File: src/wl_pkg.sv
// Package for the write-leveling feedback block of the memory device.
// Assumes one 25 MHz core clock and a 4-bit byte-addressed register port.
package wl_pkg;
    // ========================================
    // Register map (byte addresses)
    localparam logic [3:0] ADDR_CTRL = 4'h0;
    localparam logic [3:0] ADDR_STATUS = 4'h4;
    // ========================================
    // Control fields
    localparam int CTRL_LEVEL_EN = 0;
    localparam int CTRL_OUTBUF_OFF = 1;
    localparam int CTRL_TERM_LSB = 2;
    localparam int CTRL_TERM_W = 3;
    localparam int CTRL_WIDE16 = 5;
    localparam int CTRL_DLL_RESET = 6;
    localparam logic [6:0] CTRL_RESET_VAL = 7'h00;
    // ========================================
    // Status fields
    localparam int STAT_DLL_LOCKED = 0;
    localparam int STAT_SETTLING = 1;
    localparam int STAT_TERM_ERR = 2;
    localparam int STAT_CKE_SEEN = 3;
    localparam int STAT_FB_LSB = 4;
    // ========================================
    // Nominal termination codes
    localparam logic [2:0] TERM_OFF = 3'h0;
    localparam logic [2:0] TERM_60 = 3'h1;
    localparam logic [2:0] TERM_120 = 3'h2;
    localparam logic [2:0] TERM_40 = 3'h3;
    // ========================================
    // Timing, in input clock (CK) cycles
    localparam logic [9:0] DLLK_CK = 10'h200;
    localparam logic [9:0] MOD_CK = 10'h00C;
    localparam logic [9:0] CNT_ZERO = 10'h000;
    localparam logic [9:0] CNT_ONE = 10'h001;
    // Bus and pin widths
    localparam int DQ_W = 16;
    localparam int LANES = 2;
    localparam int LANE_W = 8;
endpackage : wl_pkg

File: src/wl_device.sv
// Write-leveling feedback and bring-up tracking inside the memory device.
// Assumes the controller keeps its own sequencing; all pins are asynchronous.
`timescale 1ns/1ps
module wl_device
    import wl_pkg::*;
(
    // Clock and reset
    input wire logic clk,
    input wire logic rst,
    // Register port
    input wire logic [3:0] addr,
    input wire logic [31:0] wdata,
    input wire logic wr_stb,
    input wire logic rd_stb,
    output logic [31:0] rdata,
    // Device pins in
    input wire logic reset_pin_n,
    input wire logic cke,
    input wire logic odt,
    input wire logic ck,
    input wire logic [LANES-1:0] dqs,
    // Device pins out
    output logic [DQ_W-1:0] dq_out,
    output logic [DQ_W-1:0] dq_oe,
    output logic [LANES-1:0] dqs_term_en
);
    // ========================================
    // Pin synchronisers
    logic [4+LANES-1:0] pin_lvl;
    logic [4+LANES-1:0] pin_rise;
    wl_sync #(.W(4 + LANES)) u_sync (
        .clk(clk),
        .rst(rst),
        .async_in({dqs, ck, odt, cke, reset_pin_n}),
        .level(pin_lvl),
        .rise(pin_rise)
    );
    logic resetn_s;
    logic cke_s;
    logic odt_s;
    logic ck_s;
    logic ck_rise;
    logic [LANES-1:0] dqs_rise;
    assign resetn_s = pin_lvl[0];
    assign cke_s = pin_lvl[1];
    assign odt_s = pin_lvl[2];
    assign ck_s = pin_lvl[3];
    assign ck_rise = pin_rise[3];
    assign dqs_rise = pin_rise[4 +: LANES];

    // ========================================
    // Control register
    logic [6:0] ctrl_r;
    logic level_en;
    logic outbuf_off;
    logic wide16;
    logic [CTRL_TERM_W-1:0] term_code;
    logic ctrl_wr;
    assign ctrl_wr = wr_stb && (addr == ADDR_CTRL);
    assign level_en = ctrl_r[CTRL_LEVEL_EN];
    assign outbuf_off = ctrl_r[CTRL_OUTBUF_OFF];
    assign wide16 = ctrl_r[CTRL_WIDE16];
    assign term_code = ctrl_r[CTRL_TERM_LSB +: CTRL_TERM_W];
    // Mode bits written by software, lost while RESET# pin low
    always_ff @(posedge clk or posedge rst) begin
        if (rst) begin
            ctrl_r <= CTRL_RESET_VAL;
        end else if (!resetn_s) begin
            ctrl_r <= CTRL_RESET_VAL;
        end else if (ctrl_wr) begin
            ctrl_r <= wdata[6:0];
        end else begin
            ctrl_r[CTRL_DLL_RESET] <= 1'b0; // Self-clearing
        end
    end

    // ========================================
    // CKE seen high since RESET# release
    logic cke_seen_r;
    always_ff @(posedge clk or posedge rst) begin
        if (rst) begin
            cke_seen_r <= 1'b0;
        end else if (!resetn_s) begin
            cke_seen_r <= 1'b0;
        end else if (cke_s) begin
            cke_seen_r <= 1'b1;
        end
    end

    // ========================================
    // DLL lock counter on input clock edges
    logic [9:0] dll_cnt_r;
    logic dll_locked_r;
    always_ff @(posedge clk or posedge rst) begin
        if (rst) begin
            dll_cnt_r <= CNT_ZERO;
            dll_locked_r <= 1'b0;
        end else if (!resetn_s) begin
            dll_cnt_r <= CNT_ZERO;
            dll_locked_r <= 1'b0;
        end else if (ctrl_r[CTRL_DLL_RESET]) begin
            dll_cnt_r <= DLLK_CK;
            dll_locked_r <= 1'b0;
        end else if (ck_rise && dll_cnt_r != CNT_ZERO) begin
            dll_cnt_r <= dll_cnt_r - CNT_ONE;
            dll_locked_r <= (dll_cnt_r == CNT_ONE);
        end
    end

    // ========================================
    // Leveling exit settle window
    logic level_en_d_r;
    logic [9:0] mod_cnt_r;
    logic settling;
    assign settling = (mod_cnt_r != CNT_ZERO);
    always_ff @(posedge clk or posedge rst) begin
        if (rst) begin
            level_en_d_r <= 1'b0;
            mod_cnt_r <= CNT_ZERO;
        end else begin
            level_en_d_r <= level_en;
            if (level_en_d_r && !level_en) begin
                mod_cnt_r <= MOD_CK;
            end else if (level_en) begin
                mod_cnt_r <= CNT_ZERO;
            end else if (ck_rise && settling) begin
                mod_cnt_r <= mod_cnt_r - CNT_ONE;
            end
        end
    end

    // ========================================
    // Termination legality and strobe termination
    logic term_ok;
    logic term_err_r;
    always_comb begin
        term_ok = (term_code == TERM_40) || (term_code == TERM_60) ||
                  (term_code == TERM_120);
    end
    always_ff @(posedge clk or posedge rst) begin
        if (rst) begin
            term_err_r <= 1'b0;
        end else begin
            term_err_r <= level_en && !outbuf_off && !term_ok;
        end
    end
    always_ff @(posedge clk or posedge rst) begin
        if (rst) begin
            dqs_term_en <= '0;
        end else if (level_en && cke_seen_r && odt_s &&
                     term_code != TERM_OFF) begin
            dqs_term_en <= wide16 ? {LANES{1'b1}} : {{(LANES-1){1'b0}}, 1'b1};
        end else begin
            dqs_term_en <= '0;
        end
    end

    // ========================================
    // Feedback capture per lane
    logic [LANES-1:0] fb_r;
    genvar li;
    generate
        for (li = 0; li < LANES; li++) begin : g_lane
            always_ff @(posedge clk or posedge rst) begin
                if (rst) begin
                    fb_r[li] <= 1'b0;
                end else if (!level_en || outbuf_off) begin
                    fb_r[li] <= 1'b0; // strobes ignored
                end else if (dqs_rise[li]) begin
                    fb_r[li] <= ck_s;
                end
            end
        end
    endgenerate

    // ========================================
    // DQ drivers: prime bit per lane, rest low
    logic [DQ_W-1:0] dq_nxt;
    logic [DQ_W-1:0] oe_nxt;
    logic drive;
    assign drive = level_en && !outbuf_off;
    always_comb begin
        dq_nxt = '0;
        oe_nxt = '0;
        if (drive) begin
            dq_nxt[0] = fb_r[0];
            oe_nxt[LANE_W-1:0] = {LANE_W{1'b1}};
            if (wide16) begin
                dq_nxt[LANE_W] = fb_r[1];
                oe_nxt[DQ_W-1:LANE_W] = {LANE_W{1'b1}};
            end
        end
    end
    always_ff @(posedge clk or posedge rst) begin
        if (rst) begin
            dq_out <= '0;
            dq_oe <= '0;
        end else begin
            dq_out <= dq_nxt;
            dq_oe <= oe_nxt;
        end
    end

    // ========================================
    // Register read port
    logic [31:0] status;
    always_comb begin
        status = '0;
        status[STAT_DLL_LOCKED] = dll_locked_r;
        status[STAT_SETTLING] = settling;
        status[STAT_TERM_ERR] = term_err_r;
        status[STAT_CKE_SEEN] = cke_seen_r;
        status[STAT_FB_LSB +: LANES] = fb_r;
    end
    // Read data one cycle after strobe
    always_ff @(posedge clk or posedge rst) begin
        if (rst) begin
            rdata <= '0;
        end else if (rd_stb) begin
            case (addr)
                ADDR_CTRL: rdata <= {25'h0, ctrl_r};
                ADDR_STATUS: rdata <= status;
                default: rdata <= '0;
            endcase
        end else begin
            rdata <= '0;
        end
    end
endmodule : wl_device

File: src/wl_sync.sv
// Two-flop synchroniser with rising-edge pulse, one per input bit.
// Assumes inputs are asynchronous to clk; the first stage feeds only the second.
`timescale 1ns/1ps
module wl_sync #(
    parameter int W = 1
) (
    // Clock and reset
    input wire logic clk,
    input wire logic rst,
    // Asynchronous inputs
    input wire logic [W-1:0] async_in,
    // Synchronised level and rising edge
    output logic [W-1:0] level,
    output logic [W-1:0] rise
);
    // ========================================
    // Per-bit synchroniser chain
    genvar gi;
    generate
        for (gi = 0; gi < W; gi++) begin : g_bit
            logic meta_r;
            logic sync_r;
            logic last_r;
            // Two flops then edge history
            always_ff @(posedge clk or posedge rst) begin
                if (rst) begin
                    meta_r <= 1'b0;
                    sync_r <= 1'b0;
                    last_r <= 1'b0;
                end else begin
                    meta_r <= async_in[gi];
                    sync_r <= meta_r;
                    last_r <= sync_r;
                end
            end
            assign level[gi] = sync_r;
            assign rise[gi] = sync_r & ~last_r;
        end
    endgenerate
endmodule : wl_sync

File: config.mk
export PLATFORM = sky130hd
export DESIGN_NAME = wl_device
export DESIGN_NICKNAME = d
export VERILOG_FILES = /design/src/wl_pkg.sv /design/src/wl_device.sv /design/src/wl_sync.sv
export SDC_FILE = /design/constraint.sdc
export NUM_CORES = 1
export LEC_CHECK = 0
export BUFFER_PORTS_ARGS = -buffer_cell sky130_fd_sc_hd__buf_2
export CORE_MARGIN = 4
export CORE_UTILIZATION = 44
export CTS_CLUSTER_DIAMETER = 100
export DETAILED_ROUTE_END_ITERATION = 8
export GPL_TIMING_DRIVEN = 0
export PLACE_DENSITY_LB_ADDON = 0.12
export SLEW_MARGIN = 15
export SYNTH_ARGS = -nofsm -noshare
export SYNTH_HDL_FRONTEND = slang
export SYNTH_SLANG_ARGS = --single-unit
File: constraint.sdc
create_clock -name clk -period 1.9 [get_ports clk]
set_clock_uncertainty 0.1 [all_clocks]
set_input_delay 0.285 -clock clk [delete_from_list [all_inputs] [get_ports clk]]
set_output_delay 0.285 -clock clk [all_outputs]
set_load 0.05 [all_outputs]
Yosys cells after proc, flatten, opt, wreduce, memory -nomap -nowiden

Cells that the tools add are included.

Bits in registers: 100
Input bits: 46
Logic and storage cells: 94

$add $sub $neg: 2
Eq/ne operators: 8
Multiplexer cells: 27
Bitwise gates (word level): 6
Reductions and logical operators: 22

Operator list:

| kind                    | number |
|---|---|
| $mux W10                | 6 |
| $mux W32                | 1 |
| $reduce_bool A10 Y1     | 2 |
| $sub A10 B1 Y10 const B | 2 |
| $mux W16                | 1 |
| $pmux W7 S2             | 1 |
| $mux W1                 | 13 |
| $eq A10 B1 Y1 const B   | 1 |
| $logic_and A1 B1 Y1     | 9 |
| $mux W8                 | 1 |
| $mux W7                 | 1 |
| $eq A3 B2 Y1 const B    | 2 |
| $mux W6                 | 1 |
| $reduce_bool A3 Y1      | 2 |
| $eq A4 B3 Y1 const B    | 1 |
| $logic_not A4 Y1        | 1 |
| $mux W2                 | 2 |
| $ne A2 B2 Y1 const B    | 2 |
| $reduce_bool A2 Y1      | 2 |
| $and A1 B1 Y1           | 3 |
| $eq A3 B1 Y1 const B    | 1 |
| $logic_not A1 Y1        | 3 |
| $logic_or A1 B1 Y1      | 3 |
| $ne A3 B3 Y1 const B    | 1 |
| $not A1 Y1              | 3 |

Depth between registers and ports, before layout

Gate-level depths: netlist of run 1.

Depth in word-level cells: 6
Mapped depth: 6

Hierarchy

From an unflattened synthesis of run 1, not the netlist that was laid out.

Cell total of the unflattened synthesis: 281
Area, all modules: 3065.4 µm²

By module, submodules not included:

| module    | instances | cells an instance | area each (µm²) | seq. area each (µm²) |
|---|---|---|---|---|
| wl_device | 1         | 250               | 2483.6          | 1151.1 |
| wl_sync   | 1         | 31                | 581.8           | 450.4 |

Least setup slack after synthesis of run 1

OpenSTA, ideal clock, no wires.

Path kind: reg-to-reg
Start: register dll_cnt_r[2]
End: register dll_cnt_r[6]
Library setup time: 78 ps
Arrival time: 1609 ps
Required time: 1722 ps
Slack: 113 ps
Stages on the path, launching flop included: 4
Path buffers: 0
Cells stage by stage: dfrtp_1 -> or4_4 -> or4_1 -> a21oi_1

Cells in the longest elaborated chain, start to end: 4

RTL lines:

| element                | RTL line         | text |
|---|---|---|
| start, declared        | wl_device.sv:92  | `logic [9:0] dll_cnt_r;` |
| start signal, assigned | wl_device.sv:105 | `dll_cnt_r <= dll_cnt_r - CNT_ONE;` |
| $sub A10 B1 Y10        | wl_device.sv:105 |  |
| $mux W10               | wl_device.sv:104 | `end else if (ck_rise && dll_cnt_r != CNT_ZERO) begin` |
| $mux W10               | wl_device.sv:101 | `end else if (ctrl_r[CTRL_DLL_RESET]) begin` |
| $mux W10               | wl_device.sv:98  | `end else if (!resetn_s) begin` |

Parallel ways exist; a longest one is shown, timed or not. The select of a mux whose other input is x is not followed.
A chain may end at the register's enable or synchronous reset.

Final worst setup path of run 1

Ends and elaborated chain as after synthesis.

==> key figures, run 1 <==
Place
  – PortBufs: 46
  – Detailed placement HPWL: 3.94 mm
  – Area post-placement: 3420 µm²
  – GP Congestion: 0.820
  – DP Cell Count: approximately 440

Cells and area
  – Design Area, Final: about 3800 µm²
  – Share of cells above drive strength 1: 36.5%
  – Post-Layout Cell Count: 466
  – Total Nets Final: 434
  – Number of antenna diodes: 0
  – Finished Core Util: 59.2%
  – Filler cells: 568
  – Area Overhead vs Synth: 28.9%

Die
  – Die Y: 89.9 µm
  – Die area: about 8100 µm²
  – Die width: between 80 and 90 µm
  – Initial Util: between 40% and 50%
  – Cell Rows: 29
  – Core ar.: 6420 µm²
  – IO Pins: 112

Clocking
  – Worst skew pair latency: 0.34 ns
  – CTS Root Cell: clkbuf_8
  – H-tree levels: 3
  – Register clock-pin slew on the reported worst setup and hold paths: 0.07 ns
  – CTS buffer count: 9
  – Clk sinks: 61
  – CTS Buffer Depth: 2
  – CTS tree: done

Global routing
  – Largest net degree at the start of global routing: 62
  – Total track usage: 15.5%
  – Vias in the first global route: a little over 2,000
  – Initial antenna violation count: 0
  – Gr ovfl total: 0
  – First-pass GRT wire length: around 10 mm

Setup path
  – WP buf/inv: 0
  – CP Capture Type: register
  – Crit path cell chain: or4_4 > or4_1 > a21oi_2
  – Max FO, Critical Path: 7
  – CP max stage cell: or4_4
  – Crit path arrival time: ~2.1 ns
  – Crit-path max cell delay: 0.59 ns
  – Worst path required time: between 2 and 2.5 ns
  – Setup CP Type: reg -> reg
  – CP Launch Type: register
  – CP top delay family: simple AND/OR/NAND/NOR gates

STA
  – Clock period minus final worst setup slack: 1.94 ns
  – Slew @ Worst Pin: 0.734 ns
  – Final Max Tran Viols: 0
  – Total negative slack: -0.0368 ns
  – Final setup vio count: 1
  – Crit share post-route: 102%
  – Hold Violations, Final: 0
  – RSZ-0062 raised after global routing: yes
  – Hold WS: 0.0725 ns
  – Final setup margin: -0.0368 ns
  – Slew HR: 51.0%
  – FMAX: 516 MHz

Status
  – Failing checks: setup timing
  – Status: finished, violations left

Route
  – Drt via density: 4.60
  – ANT nets after route: 0
  – DR WL/cell: 12.8 µm
  – DRT iter0 DRCs: 82
  – Post-Route WL: 5.95 mm
  – Drt drc: 0
  – Drt pass-1 iters: 4
  – DR vias: 2,143

Power and ir drop
  – Max VDD drop: 0.601 mV
  – Cell Pwr Density: 1180 nW/µm²
  – Static Leak: 0.00200 µW

Synthesis
  – Dominant cells by area after synthesis: dfrtp_1, buf_4, mux2i_1
  – Top-area cell type share of the netlist area: between 50% and 60%
  – Avg Cell Area, Syn: 10.7 µm²
  – EDFF count, synth: 0
  – Netlist cell types: 44
  – Seq/Total Area, Yosys: 51.7%
  – Post-synthesis sequential element count: 61
  – Fraction of registers with async set/reset: 100%
  – Syn Std Cell Area: roughly 3000 µm²
  – Synth Warn #: 0
  – Synth area leader: dfrtp_1
  – Main flop type after synthesis: dfrtp_1
  – Syn Inst Count: about 280

Worst hold path
  – Hold Path Class: in -> reg

Flow run
  – Max-Cap Viols: 0
-- routing by layer --
layer	global-route usage (%)	vias to the layer above	wire length (µm)
met5	0	-	0
met4	6.51	0	77
met3	5.93	7	456
met2	22.2	82	2710
met1	21.2	988	2710
li1	-	1066	-
-- worst reg2reg max path, stage by stage, from the launching register on --
cell and delay [ns]:
dfrtp_2 0.47, or4_4 0.59, or4_1 0.55, a21oi_2 0.15
-- final timing paths --
| kind | start | to | slack (ns) | cells after the start |
|---|---|---|---|---|
| worst min-delay path | wdata[6] | ctrl_r[6] | 0.07 | 3 |
| min in group asynchronous | rst | u_sync.g_bit[4].meta_r | 0.52 | 3 |
| worst max register to register | dll_cnt_r[2] | dll_cnt_r[6] | -0.04 | 3 |
| max in group asynchronous | rst | dll_cnt_r[3] | 0.67 | 3 |
| worst max-delay path | dll_cnt_r[2] | dll_cnt_r[6] | -0.04 | 3 |
| worst min register to register | u_sync.g_bit[1].meta_r | u_sync.g_bit[1].sync_r | 0.25 | 0 |
-- kinds of logic (layout without fill, tap and decap cells) --
family | count (synthesis) | after routing | share of synthesized area, %
buf+inv | 64 | 140 | 14.9
other cells | 1 | 39 | 0.127
xor+xnor | 6 | 6 | 1.78
compound gates | 29 | 29 | 6.40
mux | 15 | 15 | 5.08
fa+ha+maj | 3 | 3 | 1.27
simple gates | 96 | 96 | 18.7
flops | 61 | 61 | 51.7
-- cell type report --
type | count | area [µm²] | share of cell area (%)
repair buffers | 61 | 360 | 9.47
inverters | 6 | 25.0 | 0.658
clock buffers | 9 | 124 | 3.26
clock inverters | 6 | 41.3 | 1.09
plain buffers | 58 | 418 | 11.0
well taps | 77 | 96.3 | 2.53
flip-flops and latches | 61 | 1530 | 40.2
multi-input cells | 188 | 1210 | 31.8
-- synthesized netlist by cell type (2+ instances only) --
library cell,number
dfrtp_1,61
nand2_1,7
nor2_1,32
mux2i_1,15
a211oi_1,4
and3_1,4
and2_1,3
or3_1,3
nand4b_1,2
nor4_1,2
xnor2_1,6
nor4_2,3
nor3b_1,2
nor3_1,3
nand3b_1,5
o21ai_0,2
buf_1,2
ha_1,3
nand2b_1,3
buf_4,53
o31ai_1,3
a21oi_1,12
or4_1,6
nor2b_1,11
inv_1,6
nand3_1,3
clkbuf_1,2
-- cell usage in the layout (no fill, tap or decap), drive strengths merged, types with 2 or more instances in the layout --
cell type	synthesis	layout
nor2	32	32
nand2b	3	3
or2	2	2
inv	6	6
clkinvlp	0	3
nand3	3	3
clkinv	0	3
nor3b	2	2
a211oi	4	4
nor3	4	4
buf	56	110
nand2	7	7
nor4	5	5
nand4b	2	2
dfrtp	61	61
a21oi	12	12
dlygate4sd3	0	7
xnor2	6	6
ha	3	3
o21ai	2	2
and3	4	4
clkbuf	2	11
o31ai	3	3
nor2b	11	11
conb	1	39
or4	7	7
and2	3	3
mux2i	15	15
or3	3	3
nand3b	5	5
-- repair_timing --
| action | CTS | global route |
|---|---|---|
| setup endpoints to repair | 4 | 13 |
| pin swaps | 0 | 4 |
| endpoints found under the hold margin | 7 | 0 |
| resized for setup | 6 | 12 |
| setup buffers | 0 | 8 |
| hold buffers | 7 | 0 |
-- state kept, by name, indices dropped and copies added (netlist names), 2 cells and up --
name	cells
dll_cnt_r	10
dq_out	2
mod_cnt_r	10
u_sync.g_bit.meta_r	6
fb_r	2
u_sync.g_bit.sync_r	6
ctrl_r	7
dq_oe	2
dqs_term_en	2
u_sync.g_bit.last_r	3
rdata	7
-- metrics by stage --
step | setup slack, ns | total power [µW]
floorplan | 0.00196 | 2850
global placement | -0.749 | 3080
detailed placement | -0.0726 | 3110
CTS | 0.0122 | 4190
global route | -0.0761 | 4820
finish | -0.0368 | 4490
-- report_power, final --
part	switching, µW	internal (µW)
combinational	933	808
clock	521	462
sequential	271	1500
total	1720	2770
No activity file was read; power rests on OpenSTA's default activity.
==> run 2, diff against run 1 <==
- SETUP_SLACK_MARGIN: default -> 0.15
==> run 2 against run 1 <==
  * The flow now finishes without violations
  * Non-clock buffer count rose by 5
  * Combinational power rose by 14%
  * Via count rose by 1.8%
  * Die area did not move
  * Critical endpoint unchanged
  * Highest routed layer unchanged
==> key figures, run 2 (synthesis gave the netlist of run 1 again) <==
Die
  – Die width: 89.9 µm
  – Cell Rows: 29
  – Initial Util: 46.0%
  – Die area: 8090 µm²
  – Die Y: around 90 µm
  – IO Pins: around 110
  – Core ar.: 6420 µm²

Route
  – ANT nets after route: 0
  – Drt drc: 0
  – DRT iter0 DRCs: 87
  – DR WL/cell: 12.6 µm
  – DR vias: 2,182
  – Post-Route WL: 5.95 mm
  – Drt via density: 4.62
  – Drt pass-1 iters: 4

Clocking
  – Worst skew pair latency: 0.33 ns
  – CTS tree: done
  – H-tree levels: 3
  – Register clock-pin slew on the reported worst setup and hold paths: about 0.07 ns
  – CTS Root Cell: clkbuf_8
  – CTS Buffer Depth: 2
  – CTS buffer count: 9
  – Clk sinks: 61

Flow run
  – Max-Cap Viols: 0

STA
  – Final Max Tran Viols: 0
  – Final setup vio count: 0
  – Crit share post-route: 94.8%
  – FMAX: 555 MHz
  – Hold Violations, Final: 0
  – Clock period minus final worst setup slack: 1.80 ns
  – Slew @ Worst Pin: 0.662 ns
  – Hold WS: 0.0755 ns
  – RSZ-0062 raised after global routing: yes
  – Slew HR: 55.8%

Cells and area
  – Commonest non-fill, non-tap cell in the layout: buf_4
  – Largest registers: dll_cnt_r x10, mod_cnt_r x10
  – Filler cells: 540
  – Most frequent cells in the layout: buf_4, dfrtp_1, buf_2
  – Share of cells above drive strength 1: 39.2%
  – Number of antenna diodes: 0
  – Area Overhead vs Synth: 34.7%
  – Post-Layout Cell Count: 472
  – Total Nets Final: about 440
  – Design Area, Final: around 4000 µm²

Setup path
  – Max FO, Critical Path: 4
  – R2R Setup Slk: 0.1 ns
  – Setup CP Type: reg -> reg
  – CP Launch Type: register
  – Crit path arrival time: 1.96 ns
  – WP buf/inv: 0
  – CP Capture Type: register
  – Crit path cell chain: or4_4 > or4_1 > a21oi_2
  – Worst setup path endpoint: dll_cnt_r[6]
  – Crit path launch: dll_cnt_r[3]
  – CP max stage cell: or4_4
  – Worst r2r path cells: 3
  – Crit path depth: 3
  – CP top delay family: simple AND/OR/NAND/NOR gates
  – Crit-path max cell delay: 0.58 ns
  – Worst path required time: 2.06 ns
  – Reg2reg end: dll_cnt_r[6]
  – FF-to-FF Start: dll_cnt_r[3]

Global routing
  – Initial antenna violation count: 0
  – Largest net degree at the start of global routing: 33
  – Vias in the first global route: around 2,100
  – First-pass GRT wire length: 10.4 mm
  – Gr ovfl total: 0
  – Total track usage: 15.8%

Power and ir drop
  – Total Power: between 5000 and 6000 µW
  – Max VDD drop: 0.671 mV
  – Static Leak: 0.00206 µW
  – Cell Pwr Density: 1290 nW/µm²

Status
  – Status: completed

Place
  – Detailed placement HPWL: 4.02 mm
  – PortBufs: 46
  – DP Cell Count: about 440
  – GP Congestion: approximately 0.78
  – Area post-placement: ~3500 µm²

Worst hold path
  – Hold Path Class: in -> reg
-- run 2: final cells by class --
| class | count | area [µm²] | share of cell area, % |
|---|---|---|---|
| clock inverter | 6 | 111 | 2.80 |
| timing repair buffer | 66 | 410 | 10.3 |
| buffer | 58 | 418 | 10.5 |
| sequential | 61 | 1540 | 38.6 |
| tap | 77 | 96.3 | 2.42 |
| multi-input combinational | 188 | 1250 | 31.5 |
| inverter | 6 | 26.3 | 0.660 |
| clock buffer | 10 | 128 | 3.21 |
-- run 2: power by group --
| part | total, µW | switching, µW | internal [µW] |
|---|---|---|---|
| Combinational | 1990 | 1030 | 957 |
| Sequential | 1740 | 237 | 1500 |
| Clock | 1390 | 518 | 872 |
| Total | 5120 | 1790 | 3330 |
-- run 2: metrics by stage --
step | setup WS [ns] | setup TNS (ns) | utilization [%]
after CTS | 0.0949 | 0 | 60.5
after global placement | 0.0163 | 0 | 53.5
after detailed placement | -0.00601 | -0.00608 | 53.8
after floorplan | 0.155 | 0 | -
after global routing | 0.0234 | 0 | 62.0
final | 0.0985 | 0 | 62.0
-- run 2: timing repair --
item | in CTS | in global routing
setup endpoints to repair | 17 | 19
setup buffers | 10 | 2
hold buffers | 7 | 0
pin swaps | 9 | 5
hold endpoints to repair | 35 | 0
gates resized for setup | 12 | 16
-- run 2: per-layer routing --
layer | share of wire (%) | track usage (%)
met1 | 45 | 20.5
met3 | 8.5 | 6.18
met4 | 1.1 | 5.74
met5 | 0 | 0
met2 | 45 | 24.1
-- run 2: worst min-delay path, cell delays in order --
cell     delay (ns)
buf_2          0.10
nand2_1        0.05
nor2_1         0.03
-- run 2: worst min path at each step --
stage,cells past startpoint,slack [ns],to,start
2_1_floorplan,0,0.22,u_sync.g_bit[0].meta_r,reset_pin_n
3_3_place_gp,0,0.23,u_sync.g_bit[1].sync_r,u_sync.g_bit[1].meta_r
3_5_place_dp,0,0.24,u_sync.g_bit[0].sync_r,u_sync.g_bit[0].meta_r
4_1_cts,3,0.06,ctrl_r[6],wdata[6]
5_1_grt,3,0.06,ctrl_r[6],wdata[6]
6_report,3,0.08,ctrl_r[6],wdata[6]
